==> src/print_fmt_pkg.sv <==
/*
  Shared types and constants of the print message formatter.
  Assumes a single 40 MHz clock domain and synchronous reset.
*/
`default_nettype none
package print_fmt_pkg;
  // ===========================================================
  // Limits and codes
  localparam int unsigned MAX_CHARS   = 128;
  localparam logic [15:0] ERR_INVALID = 16'h01F3;
  localparam logic [15:0] ERR_NONE    = 16'h0000;
  localparam logic [7:0]  CH_SPACE    = 8'h20;
  localparam logic [7:0]  CH_QUOTE    = 8'h22;
  localparam logic [7:0]  CH_DOLLAR   = 8'h24;
  localparam logic [7:0]  CH_LF       = 8'h0A;
  localparam logic [7:0]  CH_CR       = 8'h0D;
  localparam logic [7:0]  CH_FF       = 8'h0C;
  localparam logic [7:0]  CH_TAB      = 8'h09;
  localparam int unsigned BUF_DEPTH   = 2;

  // ===========================================================
  // Source word kinds
  typedef enum logic [1:0] {
    SRC_TEXT   = 2'b00,
    SRC_ASCII  = 2'b01,
    SRC_HEX    = 2'b10,
    SRC_END    = 2'b11
  } src_kind_t;

  // One source item handed in by the command sequencer.
  typedef struct packed {
    src_kind_t   kind;
    logic [15:0] data;
  } src_item_t;

  // One printable byte heading for the transmitter.
  typedef struct packed {
    logic [7:0] ch;
    logic       last;
  } out_byte_t;
endpackage
`default_nettype wire

==> src/print_message_formatter.sv <==
/*
  Print message formatter: turns text-element characters, ASCII-pair
  constant words and hex-digit-pair constant words into a byte stream
  for a serial transmitter to a printer.
  Assumes the port is configured outside, items arrive valid/ready, and
  the transmitter accepts bytes valid/ready on the same clock.
*/
`timescale 1ns/1ps
`default_nettype none
module print_message_formatter
  import print_fmt_pkg::*;
(
  input  wire logic        clk,
  input  wire logic        srst,
  input  wire logic        printStart,
  input  wire logic        portConfigured,
  input  wire logic        srcValid,
  output logic             srcReady,
  input  wire src_item_t   srcItem,
  output logic             txValid,
  input  wire logic        txReady,
  output logic [7:0]       txData,
  output logic             portBusyFlag,
  output logic             portCommErrorFlag,
  output logic [15:0]      errorCode
);
  // ===========================================================
  // Parser state
  typedef enum logic [5:0] {
    S_IDLE  = 6'b000001,
    S_OPEN  = 6'b000010,
    S_BODY  = 6'b000100,
    S_ESC   = 6'b001000,
    S_HEX2  = 6'b010000,
    S_EMIT  = 6'b100000
  } state_t;

  state_t      state_reg, state_next;
  logic [7:0]  pend_reg, pend_next;     // Byte waiting for buffer room.
  logic [7:0]  pend2_reg, pend2_next;   // Second byte of a pair.
  logic        have2_reg, have2_next;
  logic [3:0]  hexHi_reg, hexHi_next;
  logic [7:0]  count_reg, count_next;
  logic        err_reg, err_next;
  logic        inText_reg, inText_next;

  // Buffer write side.
  logic        bufWrValid;
  logic        bufWrReady;
  out_byte_t   bufWrData;

  // Hex digit decode; returns 5'h10 when the code is not a hex digit.
  function automatic logic [4:0] hexVal(input logic [7:0] c);
    if (c >= 8'h30 && c <= 8'h39) hexVal = {1'b0, c[3:0]};
    else if ((c | 8'h20) >= 8'h61 && (c | 8'h20) <= 8'h66)
      hexVal = {1'b0, 4'((c | 8'h20) - 8'h57)};
    else hexVal = 5'h10;
  endfunction

  logic [7:0] srcChar;
  logic [7:0] lower;
  logic [4:0] hv;
  assign srcChar = srcItem.data[7:0];
  assign lower   = srcChar | 8'h20;
  assign hv      = hexVal(srcChar);

  // ===========================================================
  // Next-state logic for the parser and the byte emitter.
  always_comb begin
    state_next  = state_reg;
    pend_next   = pend_reg;
    pend2_next  = pend2_reg;
    have2_next  = have2_reg;
    hexHi_next  = hexHi_reg;
    count_next  = count_reg;
    err_next    = err_reg;
    inText_next = inText_reg;
    srcReady    = 1'b0;
    bufWrValid  = 1'b0;
    bufWrData   = '{ch: pend_reg, last: 1'b0};
    unique case (state_reg)
      S_IDLE: begin
        if (printStart && portConfigured) begin
          state_next = S_OPEN;
          count_next = 8'h00;
          err_next   = 1'b0;
          inText_next = 1'b0;
        end
      end
      S_OPEN, S_BODY, S_ESC, S_HEX2: begin
        srcReady = 1'b1;
        if (srcValid) begin
          if (srcItem.kind == SRC_END) begin
            // An unterminated text or escape is invalid text.
            if (state_reg != S_OPEN || inText_reg)
              err_next = 1'b1;
            state_next = S_IDLE;
          end else if (srcItem.kind != SRC_TEXT) begin
            // Constant words are outside any text element.
            if (state_reg != S_OPEN) begin
              err_next = 1'b1;
              state_next = S_IDLE;
            end else begin
              have2_next = 1'b1;
              state_next = S_EMIT;
              if (srcItem.kind == SRC_ASCII &&
                  srcItem.data[15:8] == 8'h00) begin
                pend_next  = CH_SPACE;
                pend2_next = srcItem.data[7:0];
              end else begin
                pend_next  = srcItem.data[15:8];
                pend2_next = srcItem.data[7:0];
              end
            end
          end else begin
            unique case (state_reg)
              S_OPEN: begin
                if (srcChar == CH_QUOTE) begin
                  state_next  = S_BODY;
                  inText_next = 1'b1;
                end else if (srcChar != CH_SPACE) begin
                  err_next   = 1'b1;
                  state_next = S_IDLE;
                end
              end
              S_BODY: begin
                if (srcChar == CH_QUOTE) begin
                  state_next  = S_OPEN;
                  inText_next = 1'b0;
                end else if (srcChar == CH_DOLLAR) begin
                  state_next = S_ESC;
                end else begin
                  pend_next  = srcChar;
                  have2_next = 1'b0;
                  state_next = S_EMIT;
                end
              end
              S_ESC: begin
                have2_next = 1'b0;
                state_next = S_EMIT;
                if (srcChar == CH_DOLLAR || srcChar == CH_QUOTE)
                  pend_next = srcChar;
                else if (lower == 8'h6E) begin
                  pend_next  = CH_CR;
                  pend2_next = CH_LF;
                  have2_next = 1'b1;
                end else if (lower == 8'h6C) pend_next = CH_LF;
                else if (lower == 8'h70) pend_next = CH_FF;
                else if (lower == 8'h72) pend_next = CH_CR;
                else if (lower == 8'h74) pend_next = CH_TAB;
                else if (!hv[4]) begin
                  hexHi_next = hv[3:0];
                  state_next = S_HEX2;
                end else begin
                  err_next   = 1'b1;
                  state_next = S_IDLE;
                end
              end
              S_HEX2: begin
                if (!hv[4]) begin
                  pend_next  = {hexHi_reg, hv[3:0]};
                  have2_next = 1'b0;
                  state_next = S_EMIT;
                end else begin
                  err_next   = 1'b1;
                  state_next = S_IDLE;
                end
              end
            endcase
          end
        end
      end
      S_EMIT: begin
        // Characters past the limit are dropped, not sent.
        if (count_reg >= 8'(MAX_CHARS)) begin
          have2_next = 1'b0;
          state_next = inText_reg ? S_BODY : S_OPEN;
        end else begin
          bufWrValid = 1'b1;
          if (bufWrReady) begin
            count_next = count_reg + 8'h01;
            if (have2_reg) begin
              pend_next  = pend2_reg;
              have2_next = 1'b0;
            end else begin
              state_next = inText_reg ? S_BODY : S_OPEN;
            end
          end
        end
      end
      default: state_next = S_IDLE;
    endcase
  end

  always_ff @(posedge clk) begin
    if (srst) begin
      state_reg  <= S_IDLE;
      pend_reg   <= 8'h00;
      pend2_reg  <= 8'h00;
      have2_reg  <= 1'b0;
      hexHi_reg  <= 4'h0;
      count_reg  <= 8'h00;
      err_reg    <= 1'b0;
      inText_reg <= 1'b0;
    end else begin
      state_reg  <= state_next;
      pend_reg   <= pend_next;
      pend2_reg  <= pend2_next;
      have2_reg  <= have2_next;
      hexHi_reg  <= hexHi_next;
      count_reg  <= count_next;
      err_reg    <= err_next;
      inText_reg <= inText_next;
    end
  end

  // ===========================================================
  // Two-entry buffer so a transmitter stall loses no byte.
  logic [7:0] mem_reg [BUF_DEPTH];
  logic [7:0] mem_next [BUF_DEPTH];
  logic       wp_reg, wp_next, rp_reg, rp_next;
  logic [1:0] fill_reg, fill_next;
  logic       doWr, doRd;

  assign bufWrReady = (fill_reg != 2'h2);
  assign txValid    = (fill_reg != 2'h0);
  assign txData     = mem_reg[rp_reg];
  assign doWr       = bufWrValid && bufWrReady;
  assign doRd       = txValid && txReady;

  always_comb begin
    mem_next = mem_reg;
    wp_next = wp_reg ^ doWr;
    rp_next = rp_reg ^ doRd;
    fill_next = fill_reg + 2'(doWr) - 2'(doRd);
    if (doWr) mem_next[wp_reg] = bufWrData.ch;
  end

  always_ff @(posedge clk) begin
    if (srst) begin
      mem_reg  <= '{default: 8'h00};
      wp_reg   <= 1'b0;
      rp_reg   <= 1'b0;
      fill_reg <= 2'h0;
    end else begin
      mem_reg  <= mem_next;
      wp_reg   <= wp_next;
      rp_reg   <= rp_next;
      fill_reg <= fill_next;
    end
  end

  // ===========================================================
  // Status flags seen by the program.
  assign portBusyFlag      = (state_reg != S_IDLE) || txValid;
  assign portCommErrorFlag = err_reg;
  assign errorCode         = err_reg ? ERR_INVALID : ERR_NONE;

  // ===========================================================
  // Checks.
  a_buffer_no_overflow: assert property (@(posedge clk) disable iff (srst)
    fill_reg <= 2'h2) else $error("Buffer over fill.");
  a_tx_holds_stall: assert property (@(posedge clk) disable iff (srst)
    txValid && !txReady |=> txValid && $stable(txData))
    else $error("Byte lost under stall.");
  a_count_limit: assert property (@(posedge clk) disable iff (srst)
    count_reg <= 8'(MAX_CHARS)) else $error("Too many chars.");
  a_start_needs_config: assert property (@(posedge clk) disable iff (srst)
    state_reg == S_IDLE && !portConfigured |=> state_reg == S_IDLE)
    else $error("Print without config.");
  a_error_code: assert property (@(posedge clk) disable iff (srst)
    portCommErrorFlag |-> errorCode == ERR_INVALID)
    else $error("Wrong error code.");
  a_crlf_pair: assert property (@(posedge clk) disable iff (srst)
    state_reg == S_ESC && srcValid && srcItem.kind == SRC_TEXT &&
    lower == 8'h6E |=> pend_reg == CH_CR && have2_reg)
    else $error("CR LF not queued.");
  a_single_pad: assert property (@(posedge clk) disable iff (srst)
    state_reg == S_OPEN && srcValid && srcItem.kind == SRC_ASCII &&
    srcItem.data[15:8] == 8'h00 |=> pend_reg == CH_SPACE)
    else $error("No leading space.");
  a_bad_escape: assert property (@(posedge clk) disable iff (srst)
    state_reg == S_HEX2 && srcValid && srcItem.kind == SRC_TEXT &&
    hv[4] |=> err_reg && state_reg == S_IDLE)
    else $error("Bad hex not flagged.");
endmodule // print_message_formatter
`default_nettype wire

==> config.mk <==
export PLATFORM = sky130hd
export DESIGN_NAME = print_message_formatter
export DESIGN_NICKNAME = d
export VERILOG_FILES = /design/src/print_fmt_pkg.sv /design/src/print_message_formatter.sv
export SDC_FILE = /design/constraint.sdc
export NUM_CORES = 1
export LEC_CHECK = 0
export ABC_AREA = 1
export BUFFER_PORTS_ARGS = -buffer_cell sky130_fd_sc_hd__buf_2
export CORE_MARGIN = 2
export CORE_UTILIZATION = 46
export DETAILED_ROUTE_END_ITERATION = 7
export PLACE_DENSITY_LB_ADDON = 0.15
export SYNTH_ARGS = -nofsm -noshare
export SYNTH_HDL_FRONTEND = slang
export SYNTH_SLANG_ARGS = --single-unit
==> constraint.sdc <==
create_clock -name clk -period 2.4 [get_ports clk]
set_clock_uncertainty 0.15 [all_clocks]
set_input_delay 0.48 -clock clk [delete_from_list [all_inputs] [get_ports clk]]
set_output_delay 0.48 -clock clk [all_outputs]
set_load 0.02 [all_outputs]
==> metrics, run 1 <==
status finished, final reports clean; max reg flops 16; first-pass GRT wire length around 17000 um; number of nets with antenna violations after routing 0; DR pass1 iterations 4; Tcrit/Tclk final between 90% and 100%; WL/cell ~13 um; CTS clock-pin slew for the worst setup and hold paths 0.07 ns; largest net degree at the start of global routing 30; CTS tree built; FF-to-FF path depth 12; crit path max fanout 4; via count roughly 3800; Area Growth Syn to Fin 14.61%; sequential fraction of the synthesis area between 30% and 40%; GR Util All Layers a little under a quarter; GP Congestion around 0.95; post-cts hold buffer count 0; synthesized area per cell between 6 and 7 um2; total gr overflow 0; fin. max-slew vios 0; Syn Inst Count just under 600; Via-to-Cell Ratio approximately 5.1; cell taking the most area after synthesis dfxtp_1; vias in the first global route around 3600; placed insts 718; drt total wl between 9000 and 10000 um; Worst Tran Pin Value roughly 0.54 ns; setup slack at placement -0.02165 ns; arrival time worst endpoint roughly 2.3 ns; Critical Path Source Type register; Rel. slew slack 63.75%; CTS sink count between 50 and 60; HP Start srcItem[7]; top-area cell type share of the netlist area between 30% and 40%; main combinational cell family by area after synthesis simple AND/OR/NAND/NOR gates; main flop type after synthesis dfxtp_1; post-layout minimum cycle time 2.185 ns; Worst-Skew Late Latency approximately 0.33 ns; Adder-Cell Fraction of Synth Area under 10%; setup ws final roughly 0.22 ns; Max Freq ~460 MHz; Cell Chain, Critical Path nor2_4, nand2_1, nor3_2, nand2_2, nor2_4, inv_1, ha_1, inv_1, ha_1, xor2_1, o21ai_0, a21oi_1; # rows 32; Min Hold Slack approximately 0.27 ns; initial antenna violation count 0; Die Wd around 94 um; Net count, final 665; worst-case clock buffer depth 2; CP Capture Type register; Die Ht 93.67 um; root buffer cell clkbuf_8; Leak just over 2 nW; worst r2r dst fill_reg[1]$_SDFF_PP0_; Critical Path Max Stage Delay approximately 0.35 ns; flop2flop setup slack about 0.22 ns; Synth Area in XOR/XNOR less than 1%; Fin. Hold Viols 0; Max VDD drop between 400 and 500 uV; Syn Std Cell Area around 0.0037 mm2; Placeable Area between 0.007 and 0.008 mm2; Synth Area in Compound Gates about 16%; # diodes 0; Post-DP HPWL about 7300 um; mux contribution to synthesized area 0%; final instance area about 0.0042 mm2; top-count cell post-synth nand2_1; Area after DPL roughly 0.004 mm2; H-tree level count 3; initial DRC count roughly 160; Yosys warning count 0; Total Power 3.164 mW; CP max stage cell dfxtp_2; post-synthesis register bit count 57; Synth area leaders dfxtp_1, nand2_1, nor2_1, o21ai_0, inv_1; Hold Path Cell Cnt 3; MaxCap Viol Count 0; IO buf count between 40 and 50; synth unique cells 47; die area about 0.009 mm2; Setup Viol. Count Final 0; ys async rst share 0%; initial cell density of the core 47.62%; clock buffer count from CTS 9; I/O pins 52; critical path type register to register; reg-to-reg startpoint state_reg[3]$_SDFFE_PP0P_; layout cells sized above 1 between 10% and 20%; Residual DRC 0; CP Data Required Time between 2 and 3 ns; HP Class input pin to register; Final Non-Filler Cells 738; Util after Layout between 50% and 60%; Hold Path End pend2_reg[7]$_SDFFE_PP0P_; TNS Setup 0 ns; synth cell count leaders nand2_1, nor2_1, inv_1, dfxtp_1, o21ai_0; Post-Synth Simple-Gate Area between 30% and 40%; pwr/cell area roughly 750 mW/mm2; Buf+Inv Stages, Crit Path 2; CP delay by family, top simple AND/OR/NAND/NOR gates; EDFF count, synth 0
[timing repair]
action	in CTS	in global routing
setup buffers	0	4
gates resized for setup	0	5
setup endpoints to repair	0	1
[layout make-up]
cell class | instances | area (um2)
fillers | 823 | 3528
multi-input cells | 425 | 2137
flip-flops and latches | 57 | 1144
repair buffers | 66 | 390.4
inverters | 72 | 270.3
well taps | 102 | 127.6
clock buffers | 9 | 123.9
clock inverters | 7 | 46.29
[cell families after synthesis]
group / Yosys count
fa+ha+maj: 10
buf+inv: 104
flops: 57
compound gates: 109
other cells: 1
xor+xnor: 2
simple gates: 295
[worst min-delay path, delay by kind of cell]
| family | cells | cell delay, ns |
|---|---|---|
| compound gates | 1 | 0.05 |
| buf+inv | 1 | 0.11 |
| simple gates | 1 | 0.07 |
[routing by layer]
metal | global-route usage (%) | wire length, um | vias up | share of wire [%]
met1 | 31.85 | 4503 | 1691 | 48
met2 | 37.65 | 4215 | 116 | 45
met4 | 8.213 | 236 | 0 | 2.5
met3 | 4.093 | 472 | 21 | 5.0
li1 | - | - | 1951 | -
met5 | 0 | 0 | - | 0
[cell usage in the layout, fill, tap and decap left out, types with 3 or more instances in the layout]
master        n
a21oi_1      38
a31oi_1       3
buf_2        42
buf_4        24
clkbuf_8      9
clkinv_2      3
clkinvlp_4    3
conb_1        9
dfxtp_1      55
ha_1         10
inv_1        65
inv_2         5
nand2_1     133
nand2_2       7
nand3_1      28
nand3_2       5
nand4_1       7
nor2_1       78
nor2_2        4
nor2_4        6
nor3_1        8
nor3_2        4
nor3b_1       3
o21ai_0      51
o22ai_1       3
[how the worst max path moves through the flow]
stage / startpoint / to / depth (start not counted)
CTS: state_reg[2]$_SDFFE_PP0P_ / fill_reg[1]$_SDFF_PP0_ / 12
global route: state_reg[0]$_SDFFE_PP1P_ / fill_reg[1]$_SDFF_PP0_ / 12
global placement: srcItem[0] / pend_reg[5]$_SDFFE_PP0P_ / 13
detailed placement: srcItem[1] / pend_reg[4]$_SDFFE_PP0P_ / 13
floorplan: srcItem[0] / pend_reg[4]$_SDFFE_PP0P_ / 13
finish: state_reg[3]$_SDFFE_PP0P_ / fill_reg[1]$_SDFF_PP0_ / 12
[where the power goes]
part | leakage, nW | internal (mW) | switching [mW]
sequential | 0.461 | 1.05 | 0.104
clock | 0.0814 | 0.371 | 0.402
combinational | 1.52 | 0.409 | 0.827
No activity file was read; power rests on OpenSTA's default activity.
==> inputs of run 2 (changes only) <==
--- a/config.mk
+++ b/config.mk
@@ -7,10 +7,12 @@
 export LEC_CHECK = 0
 export ABC_AREA = 1
 export BUFFER_PORTS_ARGS = -buffer_cell sky130_fd_sc_hd__buf_2
+export CAP_MARGIN = 10
 export CORE_MARGIN = 2
 export CORE_UTILIZATION = 46
 export DETAILED_ROUTE_END_ITERATION = 7
 export PLACE_DENSITY_LB_ADDON = 0.15
+export REMOVE_ABC_BUFFERS = 1
 export SYNTH_ARGS = -nofsm -noshare
 export SYNTH_HDL_FRONTEND = slang
 export SYNTH_SLANG_ARGS = --single-unit
==> metrics, run 2 (synthesized netlist as in run 1, its figures left out) <==
Net count, final 671 (+0.90%); via count 3880 (+2.7%); Critical Path Max Stage Delay 0.37 ns (+0.02 ns); Area Growth Syn to Fin 17.08%; Rel. slew slack 61.87% (-1.9 points); FF-to-FF path depth 12 (unchanged); GR Util All Layers 23.41% (-0.061 points); initial DRC count 152 (-3.2%); die area 0.008773 mm2 (unchanged); max reg flops 16 (unchanged); area of the multi-input gates 0.002138 mm2 (about the same); Via-to-Cell Ratio 5.215 (+1.8%); Buf+Inv Stages, Crit Path 2 (unchanged); final instance area 0.004330 mm2 (+2.2%); HP Class input pin to register; vias in the first global route 3790 (+6.3%); Setup Viol. Count Final 0 (unchanged); post-layout minimum cycle time 2.231 ns (+0.04559 ns); # diodes 0 (unchanged); root buffer cell clkbuf_8; H-tree level count 3 (unchanged); Tcrit/Tclk final 92.94% (+1.9 points); clock buffer count from CTS 9 (unchanged); MaxCap Viol Count 0 (unchanged); CP delay by family, top simple AND/OR/NAND/NOR gates; I/O pins 52 (unchanged); Hold Path Cell Cnt 3 (unchanged); Leak 2.117 nW (+2.6%); Fin. Hold Viols 0 (unchanged); pwr/cell area 781.4 mW/mm2 (+4.7%); fill cell total of the finished layout 784 (-4.7%); Area after DPL 0.004094 mm2 (+1.7%); layout cells sized above 1 19.78% (+0.44 points); worst-case clock buffer depth 2 (unchanged); setup slack at placement -0.1060 ns (-0.08436 ns); most frequent cells in the layout nand2_1, nor2_1, inv_1, dfxtp_1, o21ai_0; # rows 32 (unchanged); Residual DRC 0 (unchanged); crit path max fanout 4 (unchanged); CTS clock-pin slew for the worst setup and hold paths 0.07 ns (about the same); GP Congestion 0.9334 (-1.6%); Worst Tran Pin Value 0.5640 ns (+0.02776 ns); reg-to-reg startpoint state_reg[3]$_SDFFE_PP0P_; first-pass GRT wire length 16570 um (+0.38%); Max Freq 448.3 MHz (-2.0%); DR pass1 iterations 5 (+1); Cell Chain, Critical Path nor2_4, nand2_1, nor3_4, nand2_2, nor2_2, inv_1, ha_1, inv_1, ha_1, xor2_1, o21ai_0, a21oi_1; fin. max-slew vios 0 (unchanged); CP Data Required Time 2.47 ns (-0.05 ns); CTS tree built; flop2flop setup slack 0.17 ns (-0.05 ns); worst r2r dst fill_reg[1]$_SDFF_PP0_; initial antenna violation count 0 (unchanged); initial cell density of the core 47.62% (unchanged); number of nets with antenna violations after routing 0 (unchanged); Max VDD drop 785.9 uV (+78%); Die Ht 93.67 um (unchanged); Final Non-Filler Cells 744 (+0.81%); status finished, final reports clean; largest net degree at the start of global routing 23 (-23%); RSZ-0062 raised after global routing no; CP max stage cell dfxtp_1; register area 0.001141 mm2 (-0.22%); post-cts hold buffer count 0 (unchanged); Critical Path Source Type register; commonest non-fill, non-tap cell in the layout nand2_1; Worst-Skew Late Latency 0.34 ns (about the same); setup ws final 0.1695 ns (-0.04559 ns); CP Capture Type register; Post-DP HPWL 7488 um (+2.2%); HP Start srcItem[7]; CTS sink count 57 (unchanged); Placeable Area 0.007767 mm2 (unchanged); Hold Path End pend2_reg[7]$_SDFFE_PP0P_; drt total wl 9581 um (+1.6%); total gr overflow 0 (unchanged); Die Wd 93.67 um (unchanged); arrival time worst endpoint 2.31 ns (about the same); WL/cell 12.88 um (+0.81%); critical path type register to register; IO buf count 42 (unchanged); placed insts 727 (+1.3%)
run 2: stage by stage:
step                      utilization [%]  TNS [ns]  power [mW]  hold slack (ns)
after floorplan                         -    -1.702       2.022           0.2754
after global placement              52.71         0       2.365           0.2869
after detailed placement            52.71   -0.4078       2.382           0.2953
after CTS                           55.51         0       3.388           0.2519
after global routing                55.75         0       3.612           0.2776
final                               55.75         0       3.384           0.2668
run 2: metal layers:
| metal | routed length (um) | vias to the layer above | global-route usage (%) |
|---|---|---|---|
| li1 | - | 1964 | - |
| met4 | 260 | 0 | 8.575 |
| met3 | 458 | 22 | 3.933 |
| met5 | 0 | - | 0 |
| met1 | 4490 | 1788 | 29.45 |
| met2 | 4371 | 106 | 40.29 |
run 2: how the worst max path moves through the flow:
stage / from / to / slack, ns / cells after the start
after floorplan: srcItem[16] / pend_reg[0]$_SDFFE_PP0P_ / -0.24 / 10
final: state_reg[3]$_SDFFE_PP0P_ / fill_reg[1]$_SDFF_PP0_ / 0.17 / 12
after CTS: state_reg[1]$_SDFFE_PP0P_ / fill_reg[1]$_SDFF_PP0_ / 0.06 / 12
after global routing: state_reg[3]$_SDFFE_PP0P_ / fill_reg[1]$_SDFF_PP0_ / 0.04 / 12
after global placement: srcItem[0] / pend_reg[5]$_SDFFE_PP0P_ / 0.003 / 13
after detailed placement: srcItem[0] / pend_reg[7]$_SDFFE_PP0P_ / -0.11 / 13
run 2: repair_timing:
action	in CTS	in global routing
buffers inserted	0	1
endpoints found under the setup margin	0	1
resized for setup	0	3
run 2: area by class of cell:
cell class | instances | share of cell area, %
clock inverter | 7 | 2.167
inverter | 72 | 6.241
clock buffer | 9 | 2.860
sequential | 57 | 26.35
multi-input combinational | 425 | 49.38
tap | 102 | 2.947
timing repair buffer | 72 | 10.05
run 2: worst register-to-register path, stage by stage (launching register included):
cell and delay [ns]:
dfxtp_1 0.37, nor2_4 0.11, nand2_1 0.11, nor3_4 0.22, nand2_2 0.11, nor2_2 0.14
inv_1 0.06, ha_1 0.27, inv_1 0.04, ha_1 0.17, xor2_1 0.15, o21ai_0 0.17
a21oi_1 0.06
run 2: where the power goes:
group / internal, mW / switching (mW) / total, mW
registers: 1.05 / 0.104 / 1.15
logic: 0.416 / 0.825 / 1.24
clock network: 0.584 / 0.408 / 0.992
total: 2.05 / 1.34 / 3.38
==> inputs of run 3 (changes only) <==
--- a/config.mk
+++ b/config.mk
@@ -12,6 +12,7 @@
 export CORE_UTILIZATION = 46
 export DETAILED_ROUTE_END_ITERATION = 7
 export PLACE_DENSITY_LB_ADDON = 0.15
+export RECOVER_POWER = 50
 export REMOVE_ABC_BUFFERS = 1
 export SYNTH_ARGS = -nofsm -noshare
 export SYNTH_HDL_FRONTEND = slang
==> metrics, run 3 (synthesized netlist as in run 1, its figures left out) <==
status finished, final reports clean; Die Wd 93.67 um (unchanged); setup slack at placement -0.1060 ns (unchanged); die area 0.008773 mm2 (unchanged); Critical Path Max Stage Delay 0.37 ns (about the same); GP Congestion 0.9334 (unchanged); CP max stage cell dfxtp_1; # diodes 0 (unchanged); reg-to-reg startpoint state_reg[3]$_SDFFE_PP0P_; I/O pins 52 (unchanged); routing usage on met3 3.933% (unchanged); Max Freq 448.3 MHz (about the same); initial cell density of the core 47.62% (unchanged); number of nets with antenna violations after routing 0 (unchanged); DR pass1 iterations 5 (unchanged); worst r2r dst fill_reg[1]$_SDFF_PP0_; largest net degree at the start of global routing 23 (unchanged); post-layout minimum cycle time 2.231 ns (+0.0003620 ns); final instance area 0.004293 mm2 (-0.87%); Max VDD drop 768.7 uV (-2.2%); Cell Chain, Critical Path nor2_4, nand2_1, nor3_4, nand2_2, nor2_2, inv_1, ha_1, inv_1, ha_1, xor2_1, o21ai_0, a21oi_1; pwr/cell area 782.2 mW/mm2 (about the same); Via-to-Cell Ratio 5.207 (-0.15%); CTS clock-pin slew for the worst setup and hold paths 0.07 ns (about the same); GR Util All Layers 23.41% (unchanged); first-pass GRT wire length 16570 um (unchanged); Hold Path Cell Cnt 3 (unchanged); WL/cell 12.95 um (+0.57%); Worst Tran Pin Value 0.5125 ns (-0.05157 ns); Buf+Inv Stages, Crit Path 2 (unchanged); CTS sink count 57 (unchanged); CP Capture Type register; Tcrit/Tclk final 92.95% (about the same); initial DRC count 174 (+14%); H-tree level count 3 (unchanged); Net count, final 671 (unchanged); Placeable Area 0.007767 mm2 (unchanged); HP Class input pin to register; clock buffer count from CTS 9 (unchanged); met1 GRT Util 29.45% (unchanged); # rows 32 (unchanged); arrival time worst endpoint 2.30 ns (about the same); Rel. slew slack 65.35% (+3.5 points); drt total wl 9636 um (+0.57%); CP Data Required Time 2.47 ns (about the same); setup ws final 0.1691 ns (-0.0003620 ns); global routing's busiest layer met2; via count 3874 (-0.15%); Die Ht 93.67 um (unchanged); root buffer cell clkbuf_8; worst-case clock buffer depth 2 (unchanged); critical path type register to register; crit path max fanout 4 (unchanged); fin. max-slew vios 0 (unchanged); IO buf count 42 (unchanged); CP delay by family, top simple AND/OR/NAND/NOR gates; vias in the first global route 3790 (unchanged); total gr overflow 0 (unchanged); met2 usage 40.29% (unchanged); initial antenna violation count 0 (unchanged); Leak 2.049 nW (-3.2%); Area Growth Syn to Fin 16.07%; commonest non-fill, non-tap cell in the layout nand2_1; Fin. Hold Viols 0 (unchanged); MaxCap Viol Count 0 (unchanged); FF-to-FF path depth 12 (unchanged); CTS tree built; Worst-Skew Late Latency 0.34 ns (about the same); most frequent cells in the layout nand2_1, nor2_1, inv_1, dfxtp_1, o21ai_0; RSZ-0062 raised after global routing no; HP Start srcItem[7]; Post-DP HPWL 7488 um (unchanged); layout cells sized above 1 16.82% (-3.0 points); Setup Viol. Count Final 0 (unchanged); Hold Path End pend2_reg[7]$_SDFFE_PP0P_; max reg flops 16 (unchanged); Critical Path Source Type register; Area after DPL 0.004094 mm2 (unchanged); flop2flop setup slack 0.17 ns (about the same); Residual DRC 0 (unchanged); post-cts hold buffer count 0 (unchanged)
-- run 3: power by group --
part	switching [mW]	internal [mW]
combinational	0.818	0.396
clock	0.408	0.584
sequential	0.105	1.05
-- run 3: final cells by class --
cell class / count / area, um2
clock inverter: 7 / 93.84
inverter: 72 / 270.3
sequential: 57 / 1141
clock buffer: 9 / 123.9
tap: 102 / 127.6
multi-input combinational: 425 / 2126
timing repair buffer: 72 / 410.4
fill: 798 / 3475
-- run 3: worst max-delay path by stage --
stage                                          from                       end  slack (ns)  depth (start not counted)
after CTS                 state_reg[1]$_SDFFE_PP0P_    fill_reg[1]$_SDFF_PP0_        0.06                         12
after global routing      state_reg[3]$_SDFFE_PP0P_    fill_reg[1]$_SDFF_PP0_        0.04                         12
after global placement                   srcItem[0]  pend_reg[5]$_SDFFE_PP0P_       0.003                         13
final                     state_reg[3]$_SDFFE_PP0P_    fill_reg[1]$_SDFF_PP0_        0.17                         12
after detailed placement                 srcItem[0]  pend_reg[7]$_SDFFE_PP0P_       -0.11                         13
after floorplan                         srcItem[16]  pend_reg[0]$_SDFFE_PP0P_       -0.24                         10
-- run 3: metrics by stage --
step	util, %	cells	hold slack, ns	power (mW)	TNS, ns
3_3_place_gp	52.71	727	0.2869	2.365	0
5_1_grt	55.27	744	0.2776	3.585	0
6_report	55.27	744	0.2682	3.358	0
2_1_floorplan	-	554	0.2754	2.022	-1.702
3_5_place_dp	52.71	727	0.2953	2.382	-0.4078
4_1_cts	55.51	743	0.2519	3.388	0
-- run 3: worst reg2reg max path: stages, from the launching register on --
cell and delay [ns]:
dfxtp_1 0.37, nor2_4 0.11, nand2_1 0.11, nor3_4 0.22, nand2_2 0.11, nor2_2 0.14, inv_1 0.06, ha_1 0.27
inv_1 0.04, ha_1 0.17, xor2_1 0.15, o21ai_0 0.17, a21oi_1 0.06
-- run 3: what timing repair did --
| item | 4_1_cts | 5_1_grt |
|---|---|---|
| endpoints found under the setup margin | 0 | 1 |
| setup buffers | 0 | 1 |
| resized for setup | 0 | 3 |
-- run 3: routing by layer --
metal / part of all wire (%) / up-vias
met5: 0 / -
met4: 2.7 / 0
met3: 5.5 / 22
met2: 45 / 111
met1: 46 / 1778
li1: - / 1963
